## src/core/tmpc_params.svh

```systemverilog
// Constants for the transceiver mode pin control block.
// What this block does
// - While the reset pin is low the block stays in Off and clears its packet memory and settings.
// - After the reset pin rises the block enters Idle with all settings at their defaults.
// - In Idle, a rising edge on radio_sequence_enable starts a receive or transmit sequence chosen by the programmed mode.
// - Dropping radio_sequence_enable during a receive or transmit sequence returns the block to Idle and abandons the sequence.
// - A low level on wake_request_n moves the block from Hibernate or Doze to Idle.
// - With the alternate-function bit set, crc_valid_pin shows CRC-valid status instead of plain I/O.
// - With the alternate-function bit set, out_of_idle_pin shows that the block has left Idle.
`ifndef TMPC_PARAMS_SVH
`define TMPC_PARAMS_SVH
`define TMPC_GPIO_ALT_REG   8'h09
`define TMPC_GPIO_ALT_BIT   7
`define TMPC_MODE_RX        1'b0
`define TMPC_RAM_DEPTH      64
`define TMPC_RAM_WIDTH      16
`define TMPC_SYNC_STAGES    3
`endif

```

## src/core/tmpc_pkg.sv

```systemverilog
// Types shared by the transceiver mode pin control block.
package tmpc_pkg;
  typedef enum logic [5:0] {
    TMPC_OFF   = 6'h01,
    TMPC_IDLE  = 6'h02,
    TMPC_HIB   = 6'h04,
    TMPC_DOZE  = 6'h08,
    TMPC_RX    = 6'h10,
    TMPC_TX    = 6'h20
  } tmpc_state_t;

  typedef struct packed {
    logic out;
    logic oe;
  } tmpc_pin_drive_t;

  typedef struct packed {
    logic gpio_alt_en;
    logic mode_tx;
    logic hib_req;
    logic doze_req;
  } tmpc_cfg_t;
endpackage

```

## src/core/tmpc_ram.sv

```systemverilog
// Small packet memory with a registered read port; the clear sweep is driven from tmpc_top.
`timescale 1ns/100ps
`include "tmpc_params.svh"
module tmpc_ram #(
  parameter int WIDTH = `TMPC_RAM_WIDTH,
  parameter int DEPTH = `TMPC_RAM_DEPTH
) (
  input  wire logic                     clk_in,
  input  wire logic                     ce_in,
  input  wire logic                     we_in,
  input  wire logic [$clog2(DEPTH)-1:0] addr_in,
  input  wire logic [WIDTH-1:0]         wdata_in,
  output logic      [WIDTH-1:0]         rdata_out
);
  logic [WIDTH-1:0] mem [DEPTH];

  if (DEPTH < 2 || WIDTH < 1) begin : g_bad
    $error("tmpc_ram: bad geometry");
  end

  always_ff @(posedge clk_in) begin
    if (ce_in) begin
      if (we_in) begin
        mem[addr_in] <= wdata_in;
      end
      rdata_out <= mem[addr_in];
    end
  end
endmodule

```

## src/core/tmpc_top.sv

```systemverilog
// Mode sequencer for the transceiver control pins and status GPIOs.
`timescale 1ns/100ps
`include "tmpc_params.svh"
module tmpc_top
  import tmpc_pkg::*;
#(
  parameter int RAM_DEPTH = `TMPC_RAM_DEPTH,
  parameter int RAM_WIDTH = `TMPC_RAM_WIDTH
) (
  input  wire logic                 clk_in,
  input  wire logic                 rst_in,
  input  wire logic                 ce_in,
  input  wire logic                 chip_reset_n_in,
  input  wire logic                 radio_sequence_enable_in,
  input  wire logic                 wake_request_n_in,
  input  wire tmpc_cfg_t            cfg_in,
  input  wire logic                 cfg_we_in,
  input  wire logic                 seq_done_in,
  input  wire logic                 crc_valid_in,
  input  wire tmpc_pin_drive_t      out_of_idle_pin_drive_in,
  input  wire tmpc_pin_drive_t      crc_valid_pin_drive_in,
  input  wire logic                 ram_we_in,
  input  wire logic [$clog2(RAM_DEPTH)-1:0] ram_addr_in,
  input  wire logic [RAM_WIDTH-1:0] ram_wdata_in,
  output logic      [RAM_WIDTH-1:0] ram_rdata_out,
  output logic                      ram_clear_busy_out,
  output tmpc_state_t               state_out,
  output tmpc_cfg_t                 cfg_out,
  output logic                      out_of_idle_pin_out,
  output logic                      out_of_idle_pin_oe_out,
  output logic                      crc_valid_pin_out,
  output logic                      crc_valid_pin_oe_out
);
  localparam int AW = $clog2(RAM_DEPTH);

  // Elaboration checks: the sweep wraps on a power-of-two depth, and edges
  // are taken from the last two stages of each synchroniser.
  if (RAM_DEPTH < 2 || (RAM_DEPTH & (RAM_DEPTH - 1)) != 0) begin : g_bad
    $error("tmpc_top: RAM_DEPTH must be a power of two");
  end
  if (`TMPC_SYNC_STAGES < 3) begin : g_bad_sync
    $error("tmpc_top: synchronisers need three stages");
  end

  // Host pins as one vector: bit 0 chip reset, bit 1 enable, bit 2 wake.
  // Each chain resets to its pin's idle level, so that leaving reset never
  // shows a false edge on any of the three pins.
  localparam int              NPIN     = 3;
  localparam int              SN       = `TMPC_SYNC_STAGES;
  localparam logic [NPIN-1:0] PIN_IDLE = 3'h4;

  wire [NPIN-1:0] pin_raw = {wake_request_n_in, radio_sequence_enable_in,
                             chip_reset_n_in};
  wire [NPIN-1:0] pin_lvl;
  wire [NPIN-1:0] pin_agree;
  wire [NPIN-1:0] pin_last;

  for (genvar gi = 0; gi < NPIN; gi++) begin : g_sync
    logic [SN-1:0] sync_reg;
    logic          lvl_reg;

    // Only stage two reads stage one, so a metastable first stage never
    // reaches the decoding logic.
    always_ff @(posedge clk_in or posedge rst_in) begin
      if (rst_in) begin
        sync_reg <= {SN{PIN_IDLE[gi]}};
      end else if (ce_in) begin
        sync_reg <= {sync_reg[SN-2:0], pin_raw[gi]};
      end
    end

    // A level only changes once the last two stages agree.
    always_ff @(posedge clk_in or posedge rst_in) begin
      if (rst_in) begin
        lvl_reg <= PIN_IDLE[gi];
      end else if (ce_in && pin_agree[gi]) begin
        lvl_reg <= pin_last[gi];
      end
    end

    assign pin_agree[gi] = sync_reg[SN-1] == sync_reg[SN-2];
    assign pin_last[gi]  = sync_reg[SN-1];
    assign pin_lvl[gi]   = lvl_reg;
  end

  wire chip_in_reset = !pin_lvl[0];
  wire seq_lvl       = pin_lvl[1];
  // The edge is taken from the agreeing stages one cycle before the level
  // moves, so each host transition starts at most one sequence.
  wire seq_rise      = pin_agree[1] && pin_last[1] && !seq_lvl;
  wire wake_active   = !pin_lvl[2];

  // Memory clear sweep runs after reset so stale packets never survive.
  logic [AW-1:0] clr_addr_reg;
  logic          clr_busy_reg;
  logic          clr_busy_next;

  assign clr_busy_next = chip_in_reset ? 1'b1 :
                         (clr_addr_reg == AW'(RAM_DEPTH - 1)) ? 1'b0 :
                         clr_busy_reg;

  always_ff @(posedge clk_in or posedge rst_in) begin
    if (rst_in) begin
      clr_addr_reg <= '0;
      clr_busy_reg <= 1'b1;
    end else if (ce_in) begin
      clr_busy_reg <= clr_busy_next;
      clr_addr_reg <= clr_busy_reg ? clr_addr_reg + AW'(1) : '0;
    end
  end

  wire                 ram_we    = clr_busy_reg | (ram_we_in & ~chip_in_reset);
  wire [AW-1:0]        ram_addr  = clr_busy_reg ? clr_addr_reg : ram_addr_in;
  wire [RAM_WIDTH-1:0] ram_wdata = clr_busy_reg ? '0 : ram_wdata_in;

  tmpc_ram #(
    .WIDTH (RAM_WIDTH),
    .DEPTH (RAM_DEPTH)
  ) u_ram (
    .clk_in    (clk_in),
    .ce_in     (ce_in),
    .we_in     (ram_we),
    .addr_in   (ram_addr),
    .wdata_in  (ram_wdata),
    .rdata_out (ram_rdata_out)
  );

  // Settings register, written below once the wake decode exists.
  tmpc_cfg_t cfg_reg;

  // Mode sequencer.
  tmpc_state_t state_reg;
  tmpc_state_t state_next;

  always_comb begin
    state_next = state_reg;
    case (state_reg)
      TMPC_OFF: begin
        if (!chip_in_reset) state_next = TMPC_IDLE;
      end
      TMPC_IDLE: begin
        if (seq_rise) begin
          state_next = (cfg_reg.mode_tx == `TMPC_MODE_RX) ?
                       TMPC_RX : TMPC_TX;
        end else if (cfg_reg.hib_req) begin
          state_next = TMPC_HIB;
        end else if (cfg_reg.doze_req) begin
          state_next = TMPC_DOZE;
        end
      end
      TMPC_HIB, TMPC_DOZE: begin
        if (wake_active) state_next = TMPC_IDLE;
      end
      TMPC_RX, TMPC_TX: begin
        // Either seq_done_in or the host dropping the enable ends the run.
        if (!seq_lvl || seq_done_in) state_next = TMPC_IDLE;
      end
      default: state_next = TMPC_OFF;
    endcase
    if (chip_in_reset) state_next = TMPC_OFF;
  end

  // Sleep requests are one-shot so waking does not re-enter sleep at once.
  wire clear_sleep = (state_reg == TMPC_HIB || state_reg == TMPC_DOZE) &&
                     wake_active;

  always_ff @(posedge clk_in or posedge rst_in) begin
    if (rst_in) begin
      state_reg <= TMPC_OFF;
    end else if (ce_in) begin
      state_reg <= state_next;
    end
  end

  // The sleep bits are cleared in the settings themselves when a wake
  // fires; otherwise Idle would fall straight back into sleep.
  tmpc_cfg_t cfg_woken;
  tmpc_cfg_t cfg_view;
  assign cfg_woken = '{cfg_reg.gpio_alt_en, cfg_reg.mode_tx, 1'b0, 1'b0};
  assign cfg_view  = clear_sleep ? cfg_woken : cfg_reg;

  // Held at defaults while the chip reset is low; a host write in the
  // cycle of a wake wins over the sleep clear.
  always_ff @(posedge clk_in or posedge rst_in) begin
    if (rst_in) begin
      cfg_reg <= '0;
    end else if (ce_in) begin
      if (chip_in_reset) begin
        cfg_reg <= '0;
      end else if (cfg_we_in) begin
        cfg_reg <= cfg_in;
      end else if (clear_sleep) begin
        cfg_reg <= cfg_woken;
      end
    end
  end

  // Status pins; alternate function overrides the ordinary GPIO drive.
  wire alt_en = cfg_reg.gpio_alt_en;
  wire gp1_o  = alt_en ? (state_next != TMPC_IDLE) : out_of_idle_pin_drive_in.out;
  wire gp1_oe = alt_en ? 1'b1 : out_of_idle_pin_drive_in.oe;
  wire gp2_o  = alt_en ? crc_valid_in : crc_valid_pin_drive_in.out;
  wire gp2_oe = alt_en ? 1'b1 : crc_valid_pin_drive_in.oe;

  always_ff @(posedge clk_in or posedge rst_in) begin
    if (rst_in) begin
      state_out              <= TMPC_OFF;
      cfg_out                <= '0;
      ram_clear_busy_out     <= 1'b1;
      out_of_idle_pin_out    <= 1'b0;
      out_of_idle_pin_oe_out <= 1'b0;
      crc_valid_pin_out      <= 1'b0;
      crc_valid_pin_oe_out   <= 1'b0;
    end else if (ce_in) begin
      state_out              <= state_next;
      cfg_out                <= cfg_view;
      ram_clear_busy_out     <= clr_busy_next;
      out_of_idle_pin_out    <= gp1_o;
      out_of_idle_pin_oe_out <= gp1_oe;
      crc_valid_pin_out      <= gp2_o;
      crc_valid_pin_oe_out   <= gp2_oe;
    end
  end

endmodule

```

## config.mk

```make
export PLATFORM = sky130hd
export DESIGN_NAME = tmpc_top
export DESIGN_NICKNAME = d
export VERILOG_FILES = /design/src/core/tmpc_pkg.sv /design/src/core/tmpc_ram.sv /design/src/core/tmpc_top.sv
export VERILOG_INCLUDE_DIRS = /design/src /design/src/core
export SDC_FILE = /design/constraint.sdc
export NUM_CORES = 1
export LEC_CHECK = 0
export BUFFER_PORTS_ARGS = -buffer_cell sky130_fd_sc_hd__buf_2
export CORE_MARGIN = 1.5
export CORE_UTILIZATION = 42
export DETAILED_ROUTE_END_ITERATION = 7
export GPL_ROUTABILITY_DRIVEN = 0
export SLEW_MARGIN = 5
export SYNTH_ARGS = -nofsm -noshare
export SYNTH_HDL_FRONTEND = slang
export SYNTH_HIERARCHICAL = 1
export SYNTH_SLANG_ARGS = --single-unit
```

## constraint.sdc

```tcl
create_clock -name clk_in -period 3.35 [get_ports clk_in]
set_input_delay 0.67 -clock clk_in [delete_from_list [all_inputs] [get_ports clk_in]]
set_output_delay 0.67 -clock clk_in [all_outputs]
set_load 0.02 [all_outputs]
```

# Yosys cells after proc, flatten, opt, wreduce, memory -nomap -nowiden
# Memory sizes are Yosys's and may differ from the RTL's. A register that Yosys moved wholly into a read port is not among the register bits.
# Index checks and enable logic that the tools add are counted.
[classes]
addsub = 1
multipliers = 0
div_mod_pow = 0
n_lt_le_gt_ge = 0
n_eq_ne = 12
shift = 0
mux = 23
n_bitwise = 2
reduce_logical = 13
[op_table]
columns = ["operator", "count"]
rows = [
  ["6-bit 2-to-1 mux", 9],
  ["6-bit one-hot mux with 4 select lines", 1],
  ["16-bit 2-to-1 mux", 1],
  ["6-bit == test, second input constant", 2],
  ["1-bit 2-to-1 mux", 9],
  ["4-bit 2-to-1 mux", 2],
  ["6-bit by 1-bit adder with 6-bit output, second input constant", 1],
  ["6-bit by 1-bit == test with 1-bit output, second input constant", 1],
  ["6-bit by 2-bit == test with 1-bit output, second input constant", 1],
  ["6-bit by 3-bit == test with 1-bit output, second input constant", 1],
  ["6-bit by 4-bit == test with 1-bit output, second input constant", 1],
  ["6-bit by 5-bit == test with 1-bit output, second input constant", 1],
  ["1-bit logical AND", 6],
  ["6-bit by 2-bit inequality test with 1-bit output, second input constant", 1],
  ["2-bit OR reduction", 2],
  ["1-bit == test", 3],
  ["1-bit zero test", 2],
  ["1-bit logical OR", 2],
  ["2-bit 2-to-1 mux", 1],
  ["2-bit by 1-bit inequality test with 1-bit output, second input constant", 1],
  ["2-bit AND reduction", 1],
  ["1-bit bitwise AND", 1],
  ["1-bit bitwise OR", 1],
]
[word_totals]
regBits = 37
latch_bits = 0
mem_bits_rw = 1024
romBits = 0
out_inout_bits = 31
elab_cells = 73
memories = 1
[mem_list]
columns = ["memory", "words", "width", "rd", "rd_ports_with_merged_regs", "write_ports", "line_no", "rtl"]
rows = [
  ["u_ram.mem", 64, 16, 1, 1, 1, "tmpc_ram.sv:15", "logic [WIDTH-1:0] mem [DEPTH];"],
]

# Logic depth before layout (Yosys ltp)
# Gate-level depths: netlist (run 1).
[logic_depth]
word_depth = 8
mapped_depth = 13

# Modules after synthesis
# The synthesis (run 1) kept the hierarchy.
[by_module_without_submodules]
columns = ["module", "instances", "cells_per_inst", "area_per_inst_um2"]
rows = [
  ["tmpc_ram", 1, 2289, 40064.7],
  ["tmpc_top", 1, 200, 1980.6],
]

# Worst setup path before layout (run 1)
# OpenSTA, ideal clock, no wires.
[synth_timing]
path_kind = "register to register"
start = "register, netlist name ram_clear_busy_out"
end = "memory u_ram/mem[12][0] in the netlist's numbering, enable pin"
t_arrival_ns = 3.302
t_required_ns = 2.962
path_slack_ns = -0.341
path_stages_with_launch = 10
path_buffers = 5
cell_sequence = "dfstp_2 > clkbuf_1 > mux2_2 > buf_6 > nor2_2 > buf_2 > buf_1 > buf_2 > nand2_1 > nor2_1"
[synth_rtl]
columns = ["item", "line_no"]
rows = [
  ["end: declaration", "tmpc_ram.sv:15"],
]

==> results.md, run 1 <==
* Setup Crit Path Kind: flop to flop
* Critical Path End Type: flop
* Global-route wire length before repair at 177000 um
* Warnings, synthesis at 6
* Worst hold-check path type: input port to async pin
* Post-synthesis instance area at 0.0420 mm2
* Multi-input gate area at 0.00940 mm2
* Cells after synthesis at 2489
* Std-Cell Core Area at 0.0989 mm2
* Final setup TNS at -0.0313 ns
* Via count of the first global-routing pass at 25226
* Top library cells by usage in the layout, fill and taps aside: 1040 x edfxtp_1, 244 x buf_4, 187 x a221oi_1
* Worst Skew at 0.0285 ns
* Pleak at 16.8 nW
* Buffer levels on the longest clock path at 3
* Die Area at 0.102 mm2
* Clock Root Buffer: clkbuf_16
* Clock transition at the registers of the reported paths at 0.07 ns
* Reg power frac at 41.1%
* Drc violations at 0
* Layout cell share with drive strength beyond 1 at 26.4%
* Yosys cell types at 68
* Largest register FFs at 1024
* Post-synthesis net count at 2531
* Ratio of routed vias to standard cells at 6.09
* Std cell rows at 115
* Total power divided by cell area at 760 mW/mm2
* Vertical extent of the die at 319 um
* Worst-Margin Slew at 1.04 ns
* Clock insertion delay at the later pin of the skew report at 0.69 ns
* Global-route total usage across every layer at 23.8%
* Area share of the largest cell type after synthesis at 74.3%
* Number of maximum-capacitance violations at 0
* Fillers at 7959
* Cell types occupying the most area after synthesis: edfxtp_1 74%, a221oi_1 4.2%, mux2_2 2.2%
* Largest net degree at the start of global routing at 65
* Startpoint class of the critical path: flop
* Initial antenna violation count at 0
* CTS Sinks at 1077
* Number of top-level pins at 71
* Flip-flop and latch count after synthesis at 1077
* Die Wd at 319 um
* Yosys top cell by area: edfxtp_1
* Area used by sequential logic in the layout at 0.0322 mm2
* Max Clk Rate at 296 MHz
* Post-placement worst setup slack at -0.555 ns
* Number of nets in the layout at 2825
* Layout area overhead at 19.0%
* Post-DRT Antenna Nets at 0
* Worst EP arrival at 3.81 ns
* Highest ir drop seen on vdd at 450 uV
* Slew HR at 30.3%
* Effective utilization at floorplan at 42.5%
* Maximum net fanout on the critical path at 27
* Iter 0 DRT Violations at 3159
* Synthesized area per cell at 16.9 um2
* HPWL Detailed at 76600 um
* Number of enable flip-flop cells after synthesis at 1040
* Clock power share at 32.4%
* Average routed wire per standard cell at 29.4 um
* Final WL at 122000 um
* DR vias at 25349
* Ys async rst share at 3.44%
* First drt pass iteration count at 7
* Primary flip-flop cell chosen by synthesis mapping: edfxtp_1
* Switching Fraction at 31.0%
* Switch Pwr at 11.8 mW
* Result of the run: complete, but fails checks
* Final worst-path cycle share at 101%
* Number of setup violations in the final report at 1
* Setup repair after global routing missed its margin: yes
* Number of buffers inserted by port buffering at 70
* Clock H-tree levels at 3
* Sequential-to-total area share from yosys stat at 76.5%
* TritonCTS buffer count at 109
* Final worst path period need at 3.38 ns
* Data required time at the worst endpoint at 3.77 ns
* Max-slew violations at 0
* Total gr overflow at 0
* Cell-internal power at 26.3 mW
* Crit path setup slack, layout at -0.0313 ns
* Power share of the combinational group at 26.5%
* CTS tree: yes
* Most frequent standard cell in the layout excluding fill and tap cells: edfxtp_1
* Violated checks: setup timing
* Final count of hold timing violations at 0
-- cell type report --
class	count	share of cell area [%]
clock buffers	129	5.65
repair buffers	364	6.31
clock inverters	75	1.63
multi-input cells	1218	18.8
diodes	2	0.0100
flip-flops and latches	1077	64.3
well taps	1287	3.22
inverters	13	0.0976
-- power groups by stage --
stage	Sequential, mW	Combinational (mW)	Clock [mW]
2_1_floorplan	15.9	5.24	0
3_3_place_gp	15.9	9.59	0
3_5_place_dp	15.9	9.65	0
4_1_cts	15.6	9.79	12.5
5_1_grt	15.6	10.6	13.0
6_report	15.6	10.1	12.3
-- timing repair --
action / in CTS / in global routing
setup endpoints to repair: 11 / 107
pin swaps: 0 / 1
gates resized for setup: 21 / 41
buffers inserted: 7 / 1
gates cloned: 0 / 1
hold buffers: 0 / 0
-- routing by layer --
| layer | vias up | track usage (%) | share of wire [%] |
|---|---|---|---|
| met1 | 13050 | 32.5 | 40 |
| met5 | - | 0 | 0 |
| li1 | 10750 | - | - |
| met4 | 0 | 8.71 | 3.6 |
| met2 | 1338 | 38.0 | 47 |
| met3 | 211 | 4.45 | 9.7 |
-- worst max-delay path: stages (launching register included) --
cell     delay, ns
dfstp_2       0.62
mux2_8        0.47
nor2b_4       0.31
buf_6         0.24
a21oi_1       0.14
o21ai_0       0.19
a22oi_1       0.48
o21ai_1       0.19
or4_1         0.45
-- cell families (layout without fill, tap and decap cells) --
kind of cell | Yosys count | count (layout) | share of synthesized area [%]
AO/OA/AOI/OAI | 642 | 642 | 11.0
multiplexers | 209 | 209 | 6.12
other | 0 | 2 | 0
adder cells (fa/ha/maj) | 2 | 2 | 0.0595
flip-flops | 1077 | 1077 | 76.5
buffers and inverters | 195 | 581 | 2.29
AND/OR/NAND/NOR | 360 | 361 | 3.94
XOR/XNOR | 4 | 4 | 0.0833
-- cell usage after synthesis, types with 14 or more instances --
master,count
edfxtp_1,1040
a221oi_1,200
nor2_1,182
o21ai_0,128
a22oi_1,107
mux2_2,81
mux2i_1,75
clkbuf_1,72
a21oi_1,68
nand2_1,65
buf_2,63
o22ai_1,47
dfrtp_1,31
nor2b_1,26
a22o_1,25
mux4_2,23
buf_1,21
a211oi_1,17
mux2_1,16
nand3_1,16
buf_6,14
mux2_4,14
-- path summary, 6_finish.rpt --
path / to / depth (start not counted) / startpoint / slack (ns)
worst min-delay path: g_sync[0].sync_reg[0] / 3 / rst_in / 0.09
worst max-delay path: u_ram/rdata_out[0] / 8 / ram_clear_busy_out / -0.03
worst min register to register: g_sync[2].sync_reg[1] / 2 / g_sync[2].sync_reg[1] / 0.49
worst max register to register: u_ram/rdata_out[0] / 8 / ram_clear_busy_out / -0.03
min in group clk_in: cfg_reg[0] / 2 / cfg_in[0] / 0.22
max in group asynchronous: g_sync[2].sync_reg[0] / 3 / rst_in / 2.90
-- through the flow --
step           std cells  power, mW  instance area [um2]  util, %  hold WS (ns)
2_1_floorplan       2489       21.1                42200        -         0.449
3_3_place_gp        3950       25.5                46200     46.7         0.473
3_5_place_dp        3950       25.6                46200     46.7         0.479
4_1_cts             4161       37.9                49900     50.5        0.0760
5_1_grt             4163       39.2                50000     50.6         0.113
6_report            4165       38.0                50000     50.6        0.0909
Note: power is estimated with default switching activity, not from simulation.
==> run 2: changes to the inputs <==
PLACE_DENSITY = 0.61   (was not set)
SKIP_LAST_GASP = 1   (was not set)
==> run 2 against run 1 <==
Net effect:
- the run still ends with setup timing left
- sequential power hardly changed
- sequential share of layout area is 0.36 points lower
- cell count is 0.34% higher
- combinational power hardly changed
- maximum frequency is 0.92% higher
- clock power is 5% lower
- via count is 0.55% lower
- clock-buffer cell count stayed put
- routed wire length is 2.3% lower
==> results.md, run 2 (synthesis gave the netlist of run 1 again) <==
* Area used by sequential logic in the layout at 0.0322 mm2 (about the same)
* Met1 Track Usage GR at 30.5% (-2.0 points)
* Global-route wire length before repair at 174000 um (-2.0%)
* Largest net degree at the start of global routing at 65 (unchanged)
* Crit path setup slack, layout at -0.000377 ns (+0.0309 ns)
* Vertical extent of the die at 319 um (unchanged)
* Post-placement worst setup slack at -0.183 ns (+0.372 ns)
* Layout area overhead at 19.6%
* Final count of hold timing violations at 0 (unchanged)
* Clock H-tree levels at 3 (unchanged)
* Layout cell share with drive strength beyond 1 at 26.6% (+0.13 points)
* Total gr overflow at 0 (unchanged)
* Highest ir drop seen on vdd at 473 uV (+5.1%)
* Buffer levels on the longest clock path at 3 (unchanged)
* Number of top-level pins at 71 (unchanged)
* Number of maximum-capacitance violations at 0 (unchanged)
* Count of antenna diodes in the layout at 0 (-2)
* Std-Cell Core Area at 0.0989 mm2 (unchanged)
* Average routed wire per standard cell at 28.6 um (-2.6%)
* Number of setup violations in the final report at 1 (unchanged)
* First drt pass iteration count at 6 (-1)
* Number of buffers inserted by port buffering at 70 (unchanged)
* Critical Path End Type: flop
* Clock Root Buffer: clkbuf_16
* Worst hold-check path type: input port to async pin
* CTS tree: yes
* Via count of the first global-routing pass at 25223 (-0.012%)
* HPWL Detailed at 74900 um (-2.1%)
* Utilization of the core after routing at 50.9% (+0.29 points)
* Pleak at 16.9 nW (+0.51%)
* Final worst-path cycle share at 100% (-0.92 points)
* Die Wd at 319 um (unchanged)
* Drc violations at 0 (unchanged)
* Data required time at the worst endpoint at 3.76 ns (about the same)
* Die Area at 0.102 mm2 (unchanged)
* Multi-input gate area at 0.00935 mm2 (-0.51%)
* Startpoint class of the critical path: flop
* CTS Sinks at 1077 (unchanged)
* Final worst path period need at 3.35 ns (-0.0309 ns)
* Worst EP arrival at 3.76 ns (-0.05 ns)
* Global-route total usage across every layer at 23.3% (-0.47 points)
* Setup Crit Path Kind: flop to flop
* List of cells traversed by the critical path: mux2_8, and2_2, buf_4, a221oi_1, nor2_1, o21ai_0, nand2_2, or4_1
* Std cell rows at 115 (unchanged)
* Ratio of routed vias to standard cells at 6.03 (-0.88%)
* Slowest cell on the critical path: dfstp_4
* Clock insertion delay at the later pin of the skew report at 0.68 ns (about the same)
* DR vias at 25210 (-0.55%)
* Fillers at 7909 (-0.63%)
* Post-DRT Antenna Nets at 0 (unchanged)
* Top library cells by usage in the layout, fill and taps aside: 1040 x edfxtp_1, 241 x buf_4, 195 x a221oi_1
* Maximum net fanout on the critical path at 19 (-30%)
* TritonCTS buffer count at 107 (-1.8%)
* Iter 0 DRT Violations at 3225 (+2.1%)
* Setup repair after global routing missed its margin: yes
* Total power divided by cell area at 746 mW/mm2 (-2.0%)
* Final WL at 120000 um (-2.3%)
* Largest register FFs at 1024 (unchanged)
* Hold bufs inserted after CTS at 0 (unchanged)
* Global-route met2 utilization at 37.1% (-0.91 points)
* Violated checks: setup timing
* Most frequent standard cell in the layout excluding fill and tap cells: edfxtp_1
* Met3 track demand over resource in global routing at 6.05% (+1.6 points)
* Slew HR at 37.8% (+7.5 points)
* Initial antenna violation count at 8 (+8)
* Worst-Margin Slew at 0.932 ns (-0.110 ns)
* Effective utilization at floorplan at 42.5% (unchanged)
* Result of the run: complete, but fails checks
* Number of nets in the layout at 2850 (+0.88%)
* Worst Skew at 0.0192 ns (-0.00934 ns)
* Max Clk Rate at 298 MHz (+0.92%)
* Max-slew violations at 0 (unchanged)
* Clock transition at the registers of the reported paths at 0.06 ns (about the same)
* Most used routing layer: met2
* Maximum cell stage delay along the critical path at 0.70 ns (+0.08 ns)
[run 2: cell count changes in the layout (fill, tap and decap cells not counted), moves of 5 or more]
cell,before,now
o21ai_2,9,1
a221oi_1,187,195
clkinv_8,5,0
o21ai_0,99,106
a221oi_2,19,11
buf_12,47,78
[run 2: worst max-delay path, delay by kind of cell, from the launching register on]
kind | cells | cell delay (ns)
muxes | 1 | 0.46
and+or+nand+nor | 4 | 1.04
AOI/OAI and AO/OA | 2 | 0.62
DFF | 1 | 0.70
buffers and inverters | 1 | 0.25
[run 2: cell type report]
| type | count | area share [%] |
|---|---|---|
| Timing Repair Buffer | 390 | 7.43 |
| Clock inverter | 64 | 1.18 |
| Sequential cell | 1077 | 63.9 |
| Inverter | 13 | 0.0970 |
| Multi-Input combinational cell | 1219 | 18.6 |
| Clock buffer | 129 | 5.57 |
| Tap cell | 1287 | 3.20 |
[run 2: per-stage QoR]
step	std cells	setup TNS, ns	hold slack (ns)	power [mW]	instance area (um2)
after floorplan	2489	-37.89	0.449	21.1	42200
after global placement	3963	-9.80	0.470	25.5	46600
after detailed placement	3963	-6.66	0.489	25.6	46600
after CTS	4160	-0.0753	0.0915	37.3	50100
after global routing	4179	-0.0551	0.135	38.7	50300
final	4179	-0.000377	0.112	37.5	50300
[run 2: report_power, final]
group / switching, mW / total (mW) / internal, mW / leakage, nW
Combinational: 6.19 / 10.2 / 4.01 / 5.09
Clock: 4.94 / 11.7 / 6.77 / 1.66
Sequential: 0.317 / 15.6 / 15.3 / 10.1
[run 2: metal layers]
metal	share of wire, %	wire (um)	vias to the layer above
li1	-	-	10773
met1	40	47300	12944
met2	47	56400	1245
met3	9.5	11300	238
met4	3.8	4530	10
met5	0.049	59	-
[run 2: path summary, 6_finish.rpt]
| path | startpoint | to | cells past startpoint | slack (ns) |
|---|---|---|---|---|
| hold reg to reg | out_of_idle_pin_out | out_of_idle_pin_out | 2 | 0.50 |
| hold / removal | rst_in | out_of_idle_pin_oe_out | 3 | 0.11 |
| setup reg to reg | ram_clear_busy_out | u_ram/rdata_out[6] | 8 | -0.0004 |
| min in group clk_in | cfg_in[2] | cfg_reg[2] | 2 | 0.23 |
| setup / recovery | ram_clear_busy_out | u_ram/rdata_out[6] | 8 | -0.0004 |
| max in group asynchronous | rst_in | state_out[0] | 3 | 2.89 |
[run 2: timing repair]
| item | in CTS | in global routing |
|---|---|---|
| setup buffers | 3 | 18 |
| pin swaps | 0 | 2 |
| gates cloned | 1 | 1 |
| endpoints found under the setup margin | 34 | 28 |
| resized for setup | 4 | 41 |
